--- src/egress_header_formatter_pkg.sv ---
// constants, types and register map of the egress header formatter
package egress_header_formatter_pkg;

   // ************************************************************
   // sizes
   // ************************************************************
   localparam int PORTS       = 13;
   localparam int FRONT_LAST  = 10;
   localparam int CPU_FIRST   = 11;
   localparam int IFH_BYTES   = 16;
   localparam int ADDR_BYTES  = 12;
   localparam int MAC_BYTES   = 6;
   localparam int TAG_BYTES   = 4;
   localparam int STORE_BYTES = IFH_BYTES + ADDR_BYTES;
   localparam int ENC_ENTRIES = 4;
   localparam int ENC_BYTES   = 8;
   localparam int WM_W        = 4;

   // ************************************************************
   // register map and fields
   // ************************************************************
   localparam logic [7:0]  OFF_PORT_CFG    = 8'h00;
   localparam logic [7:0]  OFF_PREPEND_TABLE_ENTRY_WR    = 8'h40;
   localparam logic [7:0]  OFF_STATUS      = 8'h44;
   localparam int          CFG_MODE_LSB    = 0;
   localparam int          CFG_STATDIS_BIT = 4;
   localparam int          CFG_WM_LSB      = 8;
   localparam int          CFG_SHADOW_BIT  = 12;
   localparam int          CFG_FLUSH_BIT   = 16;
   localparam int          ENCW_BYTE_LSB   = 8;
   localparam int          ENCW_ENTRY_LSB  = 16;
   localparam int          STAT_PORT_LSB   = 4;
   localparam int          STAT_BUSY_BIT   = 8;
   localparam logic [WM_W-1:0] WM_RST      = 4'hF;

   // ************************************************************
   // internal header flags and inserted tag
   // ************************************************************
   localparam int          HDR_BYPASS_BIT   = 0;
   localparam int          HDR_REFRESH_BIT  = 1;
   localparam int          HDR_EXCHANGE_BIT = 2;
   localparam int          HDR_PREPEND_TABLE_ENTRY_BYTE   = 1;
   localparam logic [15:0] PROTO_ID         = 16'h0009;
   localparam logic [7:0]  MCAST_CLR_MASK   = 8'hFE;

   typedef enum logic [1:0] {
      MODE_NORMAL, MODE_KEEP, MODE_PREPEND_TABLE_ENTRY_TAG, MODE_PREPEND_TABLE_ENTRY_TABLE
   } mode_type;

   typedef enum logic [2:0] {
      ST_IDLE    = 3'h0,
      ST_CAPTURE = 3'h1,
      ST_PREFIX  = 3'h3,
      ST_BODY    = 3'h2,
      ST_DRAIN   = 3'h6
   } fsm_type;

   typedef struct packed {
      mode_type        mode;
      logic            stat_dis;
      logic [WM_W-1:0] wm;
      logic            shadow;
   } cfg_type;

   typedef struct packed {
      logic       sof;
      logic       eof;
      logic [3:0] port;
      logic [7:0] data;
   } in_type;

   typedef struct packed {
      logic       valid;
      logic       sof;
      logic       eof;
      logic [3:0] port;
      logic [7:0] data;
      logic       update_fcs;
      logic       fcs_all;
   } out_type;

endpackage

--- src/egress_header_formatter.sv ---
// egress header formatter: header modes, injected-frame flags, per-port disassembler setup
// Function
// per-port header mode: 0 normal, 1 keep internal header untouched
// mode 2 emits addresses, type, protocol id 0x0009, header, frame
// mode 3 emits table entry picked by lookup id, header, frame
// insertion enabled on a port applies to every frame of that port
// frames to CPU ports always use mode 1
// external receiver of mode-1 frames must parse leading header
// modes 2 and 3 include inserted header in checksum
// CPU injects frames with leading header in mode-1 layout
// bypass flag forwards frame unchanged except checksum refresh
// refresh flag forces checksum recomputation
// exchange flag swaps addresses, clears bit 40 of new source
// exchange forces checksum update; never combined with bypass
// per-port bit stops statistics collection
// per-port watermark caps port transmit buffer fill
// low-speed ports use watermark 1 at 100 or 10 Mbps
// per-port shadow bit lets fast ports run slower
// ports 0 to 10 front, 11 to 12 CPU
// cell buffer aligns rewriter data into words for port modules
// per-port flush empties only that port's buffer
// controller stops forwarding and flow control before flushing
// flush discards held cells, realigns to frame, self-clears
// header mode change applies from next frame start
module egress_header_formatter
   import egress_header_formatter_pkg::*;
#(
   parameter logic [15:0] TAG_TYPE = 16'hA5A5  // arbitrary value
) (
   input  wire logic             clk,
   input  wire logic             sys_rst,
   input  wire logic [7:0]       reg_addr,
   input  wire logic [31:0]      reg_wdata,
   input  wire logic             reg_wr,
   input  wire logic             reg_rd,
   output logic [31:0]           reg_rdata,
   input  wire logic             in_valid,
   output logic                  in_ready,
   input  wire in_type           in_word,
   input  wire logic [WM_W-1:0]  tx_level,
   input  wire logic             out_ready,
   output out_type               out_word,
   output logic                  stat_frame,
   output logic [3:0]            stat_port,
   output logic [PORTS-1:0]      stats_disable,
   output logic [PORTS-1:0]      shadow_enable
);

   // ************************************************************
   // state
   // ************************************************************
   typedef struct packed {
      fsm_type                            fsm;
      logic [3:0]                         port;
      mode_type                           mode;
      logic                               bypass;
      logic                               refresh;
      logic                               exchange;
      logic [1:0]                         eid;
      logic [4:0]                         cnt;
      logic [5:0]                         idx;
      logic                               cap_eof;
      logic [STORE_BYTES-1:0][7:0]        store;
      cfg_type [PORTS-1:0]                cfg;
      logic [ENC_ENTRIES*ENC_BYTES-1:0][7:0] enc;
      out_type                            o;
      logic [31:0]                        rdata;
      logic                               stat_frame;
      logic [3:0]                         stat_port;
   } state_type;

   state_type s_reg;
   state_type s_next;

   // ************************************************************
   // helpers
   // ************************************************************
   function automatic int pre_len(mode_type m);
      int r;
      r = 0;
      if (m == MODE_PREPEND_TABLE_ENTRY_TAG) begin
         r = ADDR_BYTES + TAG_BYTES;
      end else if (m == MODE_PREPEND_TABLE_ENTRY_TABLE) begin
         r = ENC_BYTES;
      end
      return r;
   endfunction

   function automatic int hdr_len(mode_type m);
      return (m == MODE_NORMAL) ? 0 : IFH_BYTES;
   endfunction

   // address exchange
   function automatic logic [7:0] addr_byte(state_type s, int k);
      logic [7:0] b;
      b = s.store[IFH_BYTES + k];
      if (s.exchange && !s.bypass) begin
         if (k < MAC_BYTES) begin
            b = s.store[IFH_BYTES + MAC_BYTES + k];
         end else begin
            b = s.store[IFH_BYTES + k - MAC_BYTES];
            if (k == MAC_BYTES) begin
               b = b & MCAST_CLR_MASK;
            end
         end
      end
      return b;
   endfunction

   function automatic logic [7:0] prefix_byte(state_type s);
      int         i;
      int         p;
      logic [7:0] b;
      logic [31:0] tag;
      i   = int'(s.idx);
      p   = pre_len(s.mode);
      tag = {TAG_TYPE, PROTO_ID};
      b   = 8'h00;
      if (i < p) begin
         // tag encapsulation
         if (s.mode == MODE_PREPEND_TABLE_ENTRY_TAG) begin
            if (i < ADDR_BYTES) begin
               b = addr_byte(s, i);
            end else begin
               b = tag[8*(ADDR_BYTES + TAG_BYTES - 1 - i) +: 8];
            end
         // table entry
         end else begin
            b = s.enc[int'(s.eid) * ENC_BYTES + i];
         end
      end else if (i - p < hdr_len(s.mode)) begin
         b = s.store[i - p];
      end else begin
         b = addr_byte(s, i - p - hdr_len(s.mode));
      end
      return b;
   endfunction

   // ************************************************************
   // next state
   // ************************************************************
   always_comb begin
      logic             can_load;
      logic             cap_ok;
      logic             ld;
      logic             ld_sof;
      logic             ld_eof;
      logic [7:0]       ld_data;
      logic [5:0]       last;
      logic [PORTS-1:0] flush;
      int               pi;
      can_load = !s_reg.o.valid || out_ready;
      // fill cap towards the port module
      cap_ok   = (s_reg.port < 4'(PORTS)) && (tx_level < s_reg.cfg[s_reg.port].wm);
      ld       = 1'b0;
      ld_sof   = 1'b0;
      ld_eof   = 1'b0;
      ld_data  = 8'h00;
      last     = 6'(pre_len(s_reg.mode) + hdr_len(s_reg.mode) + ADDR_BYTES - 1);
      flush    = '0;
      pi       = int'(reg_addr[7:2]);
      in_ready = 1'b0;
      s_next   = s_reg;
      s_next.stat_frame = 1'b0;
      if (s_reg.o.valid && out_ready) begin
         s_next.o.valid = 1'b0;
      end

      case (s_reg.fsm)
         ST_IDLE: begin
            in_ready = 1'b1;
            if (in_valid && in_word.sof) begin
               s_next.port     = in_word.port;
               s_next.store[0] = in_word.data;
               s_next.cnt      = 5'd1;
               if (in_word.port >= 4'(PORTS) || in_word.eof) begin
                  s_next.fsm = in_word.eof ? ST_IDLE : ST_DRAIN;
               end else begin
                  s_next.fsm = ST_CAPTURE;
                  // every frame takes the mode latched at start
                  s_next.mode = s_reg.cfg[in_word.port].mode;
                  // CPU ports forced to keep header
                  if (in_word.port >= 4'(CPU_FIRST)) begin
                     s_next.mode = MODE_KEEP;
                  end
               end
            end
         end
         // align header and addresses before emitting
         ST_CAPTURE: begin
            in_ready = 1'b1;
            if (in_valid) begin
               s_next.store[s_reg.cnt] = in_word.data;
               s_next.cnt = s_reg.cnt + 5'd1;
               if (s_reg.cnt == 5'(STORE_BYTES - 1)) begin
                  // flags read from injected header
                  s_next.bypass   = s_reg.store[0][HDR_BYPASS_BIT];
                  s_next.refresh  = s_reg.store[0][HDR_REFRESH_BIT];
                  s_next.exchange = s_reg.store[0][HDR_EXCHANGE_BIT];
                  s_next.eid      = s_reg.store[HDR_PREPEND_TABLE_ENTRY_BYTE][1:0];
                  s_next.cap_eof  = in_word.eof;
                  s_next.idx      = '0;
                  s_next.fsm      = ST_PREFIX;
               end else if (in_word.eof) begin
                  // runt: too short to carry header and addresses
                  s_next.fsm = ST_IDLE;
               end
            end
         end
         // emit the chosen front part
         ST_PREFIX: begin
            if (can_load && cap_ok) begin
               ld      = 1'b1;
               ld_sof  = (s_reg.idx == 6'd0);
               ld_data = prefix_byte(s_reg);
               s_next.idx = s_reg.idx + 6'd1;
               if (s_reg.idx == last) begin
                  ld_eof     = s_reg.cap_eof;
                  s_next.fsm = s_reg.cap_eof ? ST_IDLE : ST_BODY;
               end
            end
         end
         // remainder passes unchanged
         ST_BODY: begin
            in_ready = can_load && cap_ok;
            if (in_valid && in_ready) begin
               ld      = 1'b1;
               ld_eof  = in_word.eof;
               ld_data = in_word.data;
               if (in_word.eof) begin
                  s_next.fsm = ST_IDLE;
               end
            end
         end
         ST_DRAIN: begin
            in_ready = 1'b1;
            if (in_valid && in_word.eof) begin
               s_next.fsm = ST_IDLE;
            end
         end
         default: begin
            s_next.fsm = ST_IDLE;
         end
      endcase

      if (ld) begin
         s_next.o.valid = 1'b1;
         s_next.o.sof   = ld_sof;
         s_next.o.eof   = ld_eof;
         s_next.o.port  = s_reg.port;
         s_next.o.data  = ld_data;
         // checksum refresh and coverage
         s_next.o.fcs_all    = (s_reg.mode == MODE_PREPEND_TABLE_ENTRY_TAG) || (s_reg.mode == MODE_PREPEND_TABLE_ENTRY_TABLE);
         s_next.o.update_fcs = s_next.o.fcs_all || s_reg.refresh || (s_reg.exchange && !s_reg.bypass);
         // statistics gate
         if (ld_eof && !s_reg.cfg[s_reg.port].stat_dis) begin
            s_next.stat_frame = 1'b1;
            s_next.stat_port  = s_reg.port;
         end
      end

      // ************************************************************
      // register port
      // ************************************************************
      s_next.rdata = 32'h0000_0000;
      if (reg_wr) begin
         // one config word for each of ports 0 to 12
         if (reg_addr < OFF_PREPEND_TABLE_ENTRY_WR && pi < PORTS) begin
            s_next.cfg[pi].mode     = mode_type'(reg_wdata[CFG_MODE_LSB +: 2]);
            s_next.cfg[pi].stat_dis = reg_wdata[CFG_STATDIS_BIT];
            s_next.cfg[pi].wm       = reg_wdata[CFG_WM_LSB +: WM_W];
            // low-speed shadow
            s_next.cfg[pi].shadow   = reg_wdata[CFG_SHADOW_BIT];
            flush[pi]               = reg_wdata[CFG_FLUSH_BIT];
         end else if (reg_addr == OFF_PREPEND_TABLE_ENTRY_WR) begin
            s_next.enc[{reg_wdata[ENCW_ENTRY_LSB +: 2], reg_wdata[ENCW_BYTE_LSB +: 3]}] =
               reg_wdata[7:0];
         end
      end
      if (reg_rd) begin
         if (reg_addr < OFF_PREPEND_TABLE_ENTRY_WR && pi < PORTS) begin
            s_next.rdata[CFG_MODE_LSB +: 2]    = s_reg.cfg[pi].mode;
            s_next.rdata[CFG_STATDIS_BIT]      = s_reg.cfg[pi].stat_dis;
            s_next.rdata[CFG_WM_LSB +: WM_W]   = s_reg.cfg[pi].wm;
            s_next.rdata[CFG_SHADOW_BIT]       = s_reg.cfg[pi].shadow;
         end else if (reg_addr == OFF_STATUS) begin
            s_next.rdata[2:0]                  = s_reg.fsm;
            s_next.rdata[STAT_PORT_LSB +: 4]   = s_reg.port;
            s_next.rdata[STAT_BUSY_BIT]        = s_reg.o.valid;
         end
      end

      // flush one port, drop to frame end, self-clearing
      for (int p = 0; p < PORTS; p++) begin
         if (flush[p]) begin
            if (s_next.o.valid && s_next.o.port == 4'(p)) begin
               s_next.o.valid = 1'b0;
            end
            if (s_next.stat_port == 4'(p)) begin
               s_next.stat_frame = 1'b0;
            end
            if (s_next.fsm != ST_IDLE && s_next.port == 4'(p)) begin
               s_next.fsm = (s_next.fsm == ST_PREFIX && s_next.cap_eof) ? ST_IDLE : ST_DRAIN;
            end
         end
      end
   end

   // ************************************************************
   // registers and outputs
   // ************************************************************
   always_ff @(posedge clk) begin
      if (sys_rst) begin
         s_reg <= '0;
         for (int p = 0; p < PORTS; p++) begin
            s_reg.cfg[p].wm <= WM_RST;
         end
      end else begin
         s_reg <= s_next;
      end
   end

   always_comb begin
      for (int p = 0; p < PORTS; p++) begin
         stats_disable[p] = s_reg.cfg[p].stat_dis;
         shadow_enable[p] = s_reg.cfg[p].shadow;
      end
   end

   assign out_word   = s_reg.o;
   assign reg_rdata  = s_reg.rdata;
   assign stat_frame = s_reg.stat_frame;
   assign stat_port  = s_reg.stat_port;

endmodule

--- config.mk ---
export PLATFORM = sky130hd
export DESIGN_NAME = egress_header_formatter
export DESIGN_NICKNAME = d
export VERILOG_FILES = /design/src/egress_header_formatter_pkg.sv /design/src/egress_header_formatter.sv
export SDC_FILE = /design/constraint.sdc
export NUM_CORES = 2
export LEC_CHECK = 0
export ABC_CLOCK_PERIOD_IN_PS = 6250
export BUFFER_PORTS_ARGS = -buffer_cell sky130_fd_sc_hd__buf_2
export CAP_MARGIN = 20
export CELL_PAD_IN_SITES_DETAIL_PLACEMENT = 0
export CELL_PAD_IN_SITES_GLOBAL_PLACEMENT = 2
export CORE_AREA = 2 2 297 299
export DETAILED_ROUTE_END_ITERATION = 8
export DIE_AREA = 0 0 299 301
export GPL_ROUTABILITY_DRIVEN = 0
export PLACE_DENSITY_LB_ADDON = 0.1
export SLEW_MARGIN = 10
export SYNTH_ARGS = -nofsm -noshare
export SYNTH_HDL_FRONTEND = slang
export SYNTH_SLANG_ARGS = --single-unit
--- constraint.sdc ---
create_clock -name clk -period 6.25 [get_ports clk]
set_input_delay 0.3125 -clock clk [delete_from_list [all_inputs] [get_ports clk]]
set_output_delay 0.3125 -clock clk [all_outputs]
set_load 0.005 [all_outputs]
==> results.sh <==
export IMPL_gr_total_overflow=0
export IMPL_synth_top_area_cell="dfxtp_1"
export IMPL_grt_max_degree=256
export IMPL_post_route_util=0.437
export IMPL_setup_violations=0
export IMPL_slew_headroom=0.0458
export IMPL_powerDensity_mw_per_mm2=248
export IMPL_fin_area_sq_mm=0.0378
export IMPL_htree_levels=3
export IMPL_avgSynthCellArea_sq_um=9.24
export IMPL_ys_seq_area_frac=0.375
export IMPL_skew_ps=31.3
export IMPL_worst_ep_arrival_time_ps=5770
export IMPL_holdWs_ps=72.2
export IMPL_rsz0062_at_grt="no"
export IMPL_leakagePower_nw=13.7
export IMPL_hold_path_class="in2reg"
export IMPL_max_freq_mhz=191
export IMPL_largest_register_ff_count=584
export IMPL_clock_latency_ps=650
export IMPL_slowest_delay_ps=1010
export IMPL_multi_input_area_sq_mm=0.0197
export IMPL_ys_top_cells_by_count="644 x dfxtp_1, 622 x nand2_1, 381 x nor2_1, 352 x mux2i_1, 336 x a21oi_1"
export IMPL_totalWireLength_microns=117000
export IMPL_synth_edf_count=0
export IMPL_synth_flop_cell="dfxtp_1"
export IMPL_cts_tree="yes"
export IMPL_final_setup_tns_ps=0
export IMPL_drt_pass1_iterations=6
export IMPL_ys_types=94
export IMPL_worstSetupPathType="reg2reg"
export IMPL_synth_most_common_cell="dfxtp_1"
export IMPL_cts_sinks=644
export IMPL_core_sq_mm=0.0865
export IMPL_num_rows=108
export IMPL_n_fill_cell=8421
export IMPL_crit_path_end_kind="flip-flop"
export IMPL_viasPerCell=5.89
export IMPL_path_cells="buf_4 -> mux4_2 -> nand2_1 -> nand2_1 -> o21ai_0 -> ha_1 -> o211ai_1 -> nand4_1 -> o211a_1 -> o32a_2 -> o32a_2 -> o21ba_4 -> mux2_4 -> and2_4 -> o311a_1 -> nor4b_2"
export IMPL_hold_viol=0
export IMPL_cts_max_path_buffers=3
export IMPL_ioPinCount=145
export IMPL_min_period_ps=5230
export IMPL_cap_violations=0
export IMPL_port_buffers=107
export IMPL_num_antenna_cells=0
export IMPL_peakVddDrop_v=0.000185
export IMPL_rrSetupSlack_ps=1020
export IMPL_yosys_register_bits=644
export IMPL_synthCells=3724
export IMPL_status="completed"
export IMPL_first_iter_violations=2516
export IMPL_antenna_found_initial=0
export IMPL_seq_area_sq_mm=0.0129
export IMPL_dp_hpwl_microns=76800
export IMPL_wl_per_cell_microns=24.4
export IMPL_dpl_cell_area_sq_mm=0.0352
export IMPL_die_area_sq_mm=0.0900
export IMPL_chipWidth_microns=299
export IMPL_drv_slew=0
export IMPL_grt_pass1_wl_microns=176000
export IMPL_synth_area_leaders="dfxtp_1 37%, mux4_2 17%, mux2i_1 10%, nand2_1 6.8%, a21oi_1 4.9%"
export IMPL_crit_slowest_cell="dfxtp_1"
export IMPL_grt_pass1_vias=27100
export IMPL_synth_top_cell_area_share=0.375
export IMPL_postCtsHoldBufs=0
export IMPL_ant_nets=0
export IMPL_synth_area_sq_mm=0.0344
export IMPL_cts_resized=0
export IMPL_cts_buffers=76
export IMPL_worstMarginPinSlew_ps=1430
export IMPL_path_clk_slew_ps=60
export IMPL_vias=28300
export IMPL_die_h_microns=301
export IMPL_remaining_drc_errors=0
export IMPL_cp_max_fo=17
export IMPL_cp_start_kind="flip-flop"
export IMPL_postCtsSetupBuffers=0
export IMPL_cts_root_buf="clkbuf_16"
export IMPL_drive_gt1_frac=0.169
export IMPL_nets=3679
export IMPL_synthArstFlopShare=0
export IMPL_grt_total_usage=0.256
export IMPL_start_util=0.398
export IMPL_yosysWarnings=0
export IMPL_area_growth_pct=9.87
export IMPL_period_share=0.836
export IMPL_required_ps=6790
[routing by layer]
metal / part of all wire / wire [microns] / GRT usage / vias to the layer above
li1: - / - / - / 12900
met1: 0.46 / 54400 / 0.372 / 14200
met2: 0.45 / 52500 / 0.398 / 1013
met3: 0.063 / 7400 / 0.0374 / 173
met4: 0.025 / 2900 / 0.0681 / 0
met5: 0 / 0 / 0 / -
[metrics by stage]
stage          worst slack (ps)  power (mW)  std cells
2_1_floorplan              1420        4.73       3743
3_3_place_gp               1080        4.91       4670
3_5_place_dp               1030        4.92       4671
4_1_cts                    1010        9.48       4803
5_1_grt                     758        9.70       4804
6_report                   1020        9.38       4804
[cells by family (layout without fill, tap and decap cells)]
group	count (synthesis)	in the layout	synth area share
buf+inv	413	319	0.0555
simple gates	1449	1449	0.185
xor+xnor	23	23	0.00585
flops	644	644	0.375
fa+ha+maj	20	20	0.00749
other cells	1	20	0.000109
compound gates	542	542	0.0918
mux	632	632	0.280
[final timing paths]
check | depth (start not counted) | endpoint | startpoint
max | 16 | s_reg[663] | s_reg[657]
max reg2reg | 16 | s_reg[663] | s_reg[657]
min | 3 | shadow_enable[7] | reg_wdata[12]
min reg2reg | 2 | out_word[14] | out_word[14]
[where the power goes]
group	switching [mW]	internal, mW
logic	0.462	0.211
clock network	1.89	2.65
registers	0.0404	4.13
[worst max-delay path: cells and delay by family, from the launching register on]
family	cells	cell delay (ps)
AOI/OAI and AO/OA	7	1750
muxes	2	900
buffers and inverters	1	310
adders and majority gates	1	260
DFF	1	1010
and+or+nand+nor	5	860
[layout by cell type (no fill, tap or decap), drive strengths merged, types with 9 or more instances in the layout]
master and count:
dfxtp 644, nand2 623, nor2 382, mux2i 352
a21oi 336, nand3 283, mux4 261, buf 163
clkbuf 111, o21ai 51, a211oi 36, nor3 26
and2 24, a31oi 22, inv 21, conb 20
clkinv 20, nand2b 19, o211ai 19, mux2 19
ha 19, a22oi 15, xnor2 15, nor4 15
nand4 11, nor3b 10, or3 9
[layout make-up]
cell class,count,area share
tap,1155,0.0382
clock inverter,22,0.00850
inverter,23,0.00228
sequential,644,0.341
multi-input combinational,2686,0.522
timing repair buffer,164,0.0285
clock buffer,110,0.0595
No activity file was read; power rests on OpenSTA's default activity.
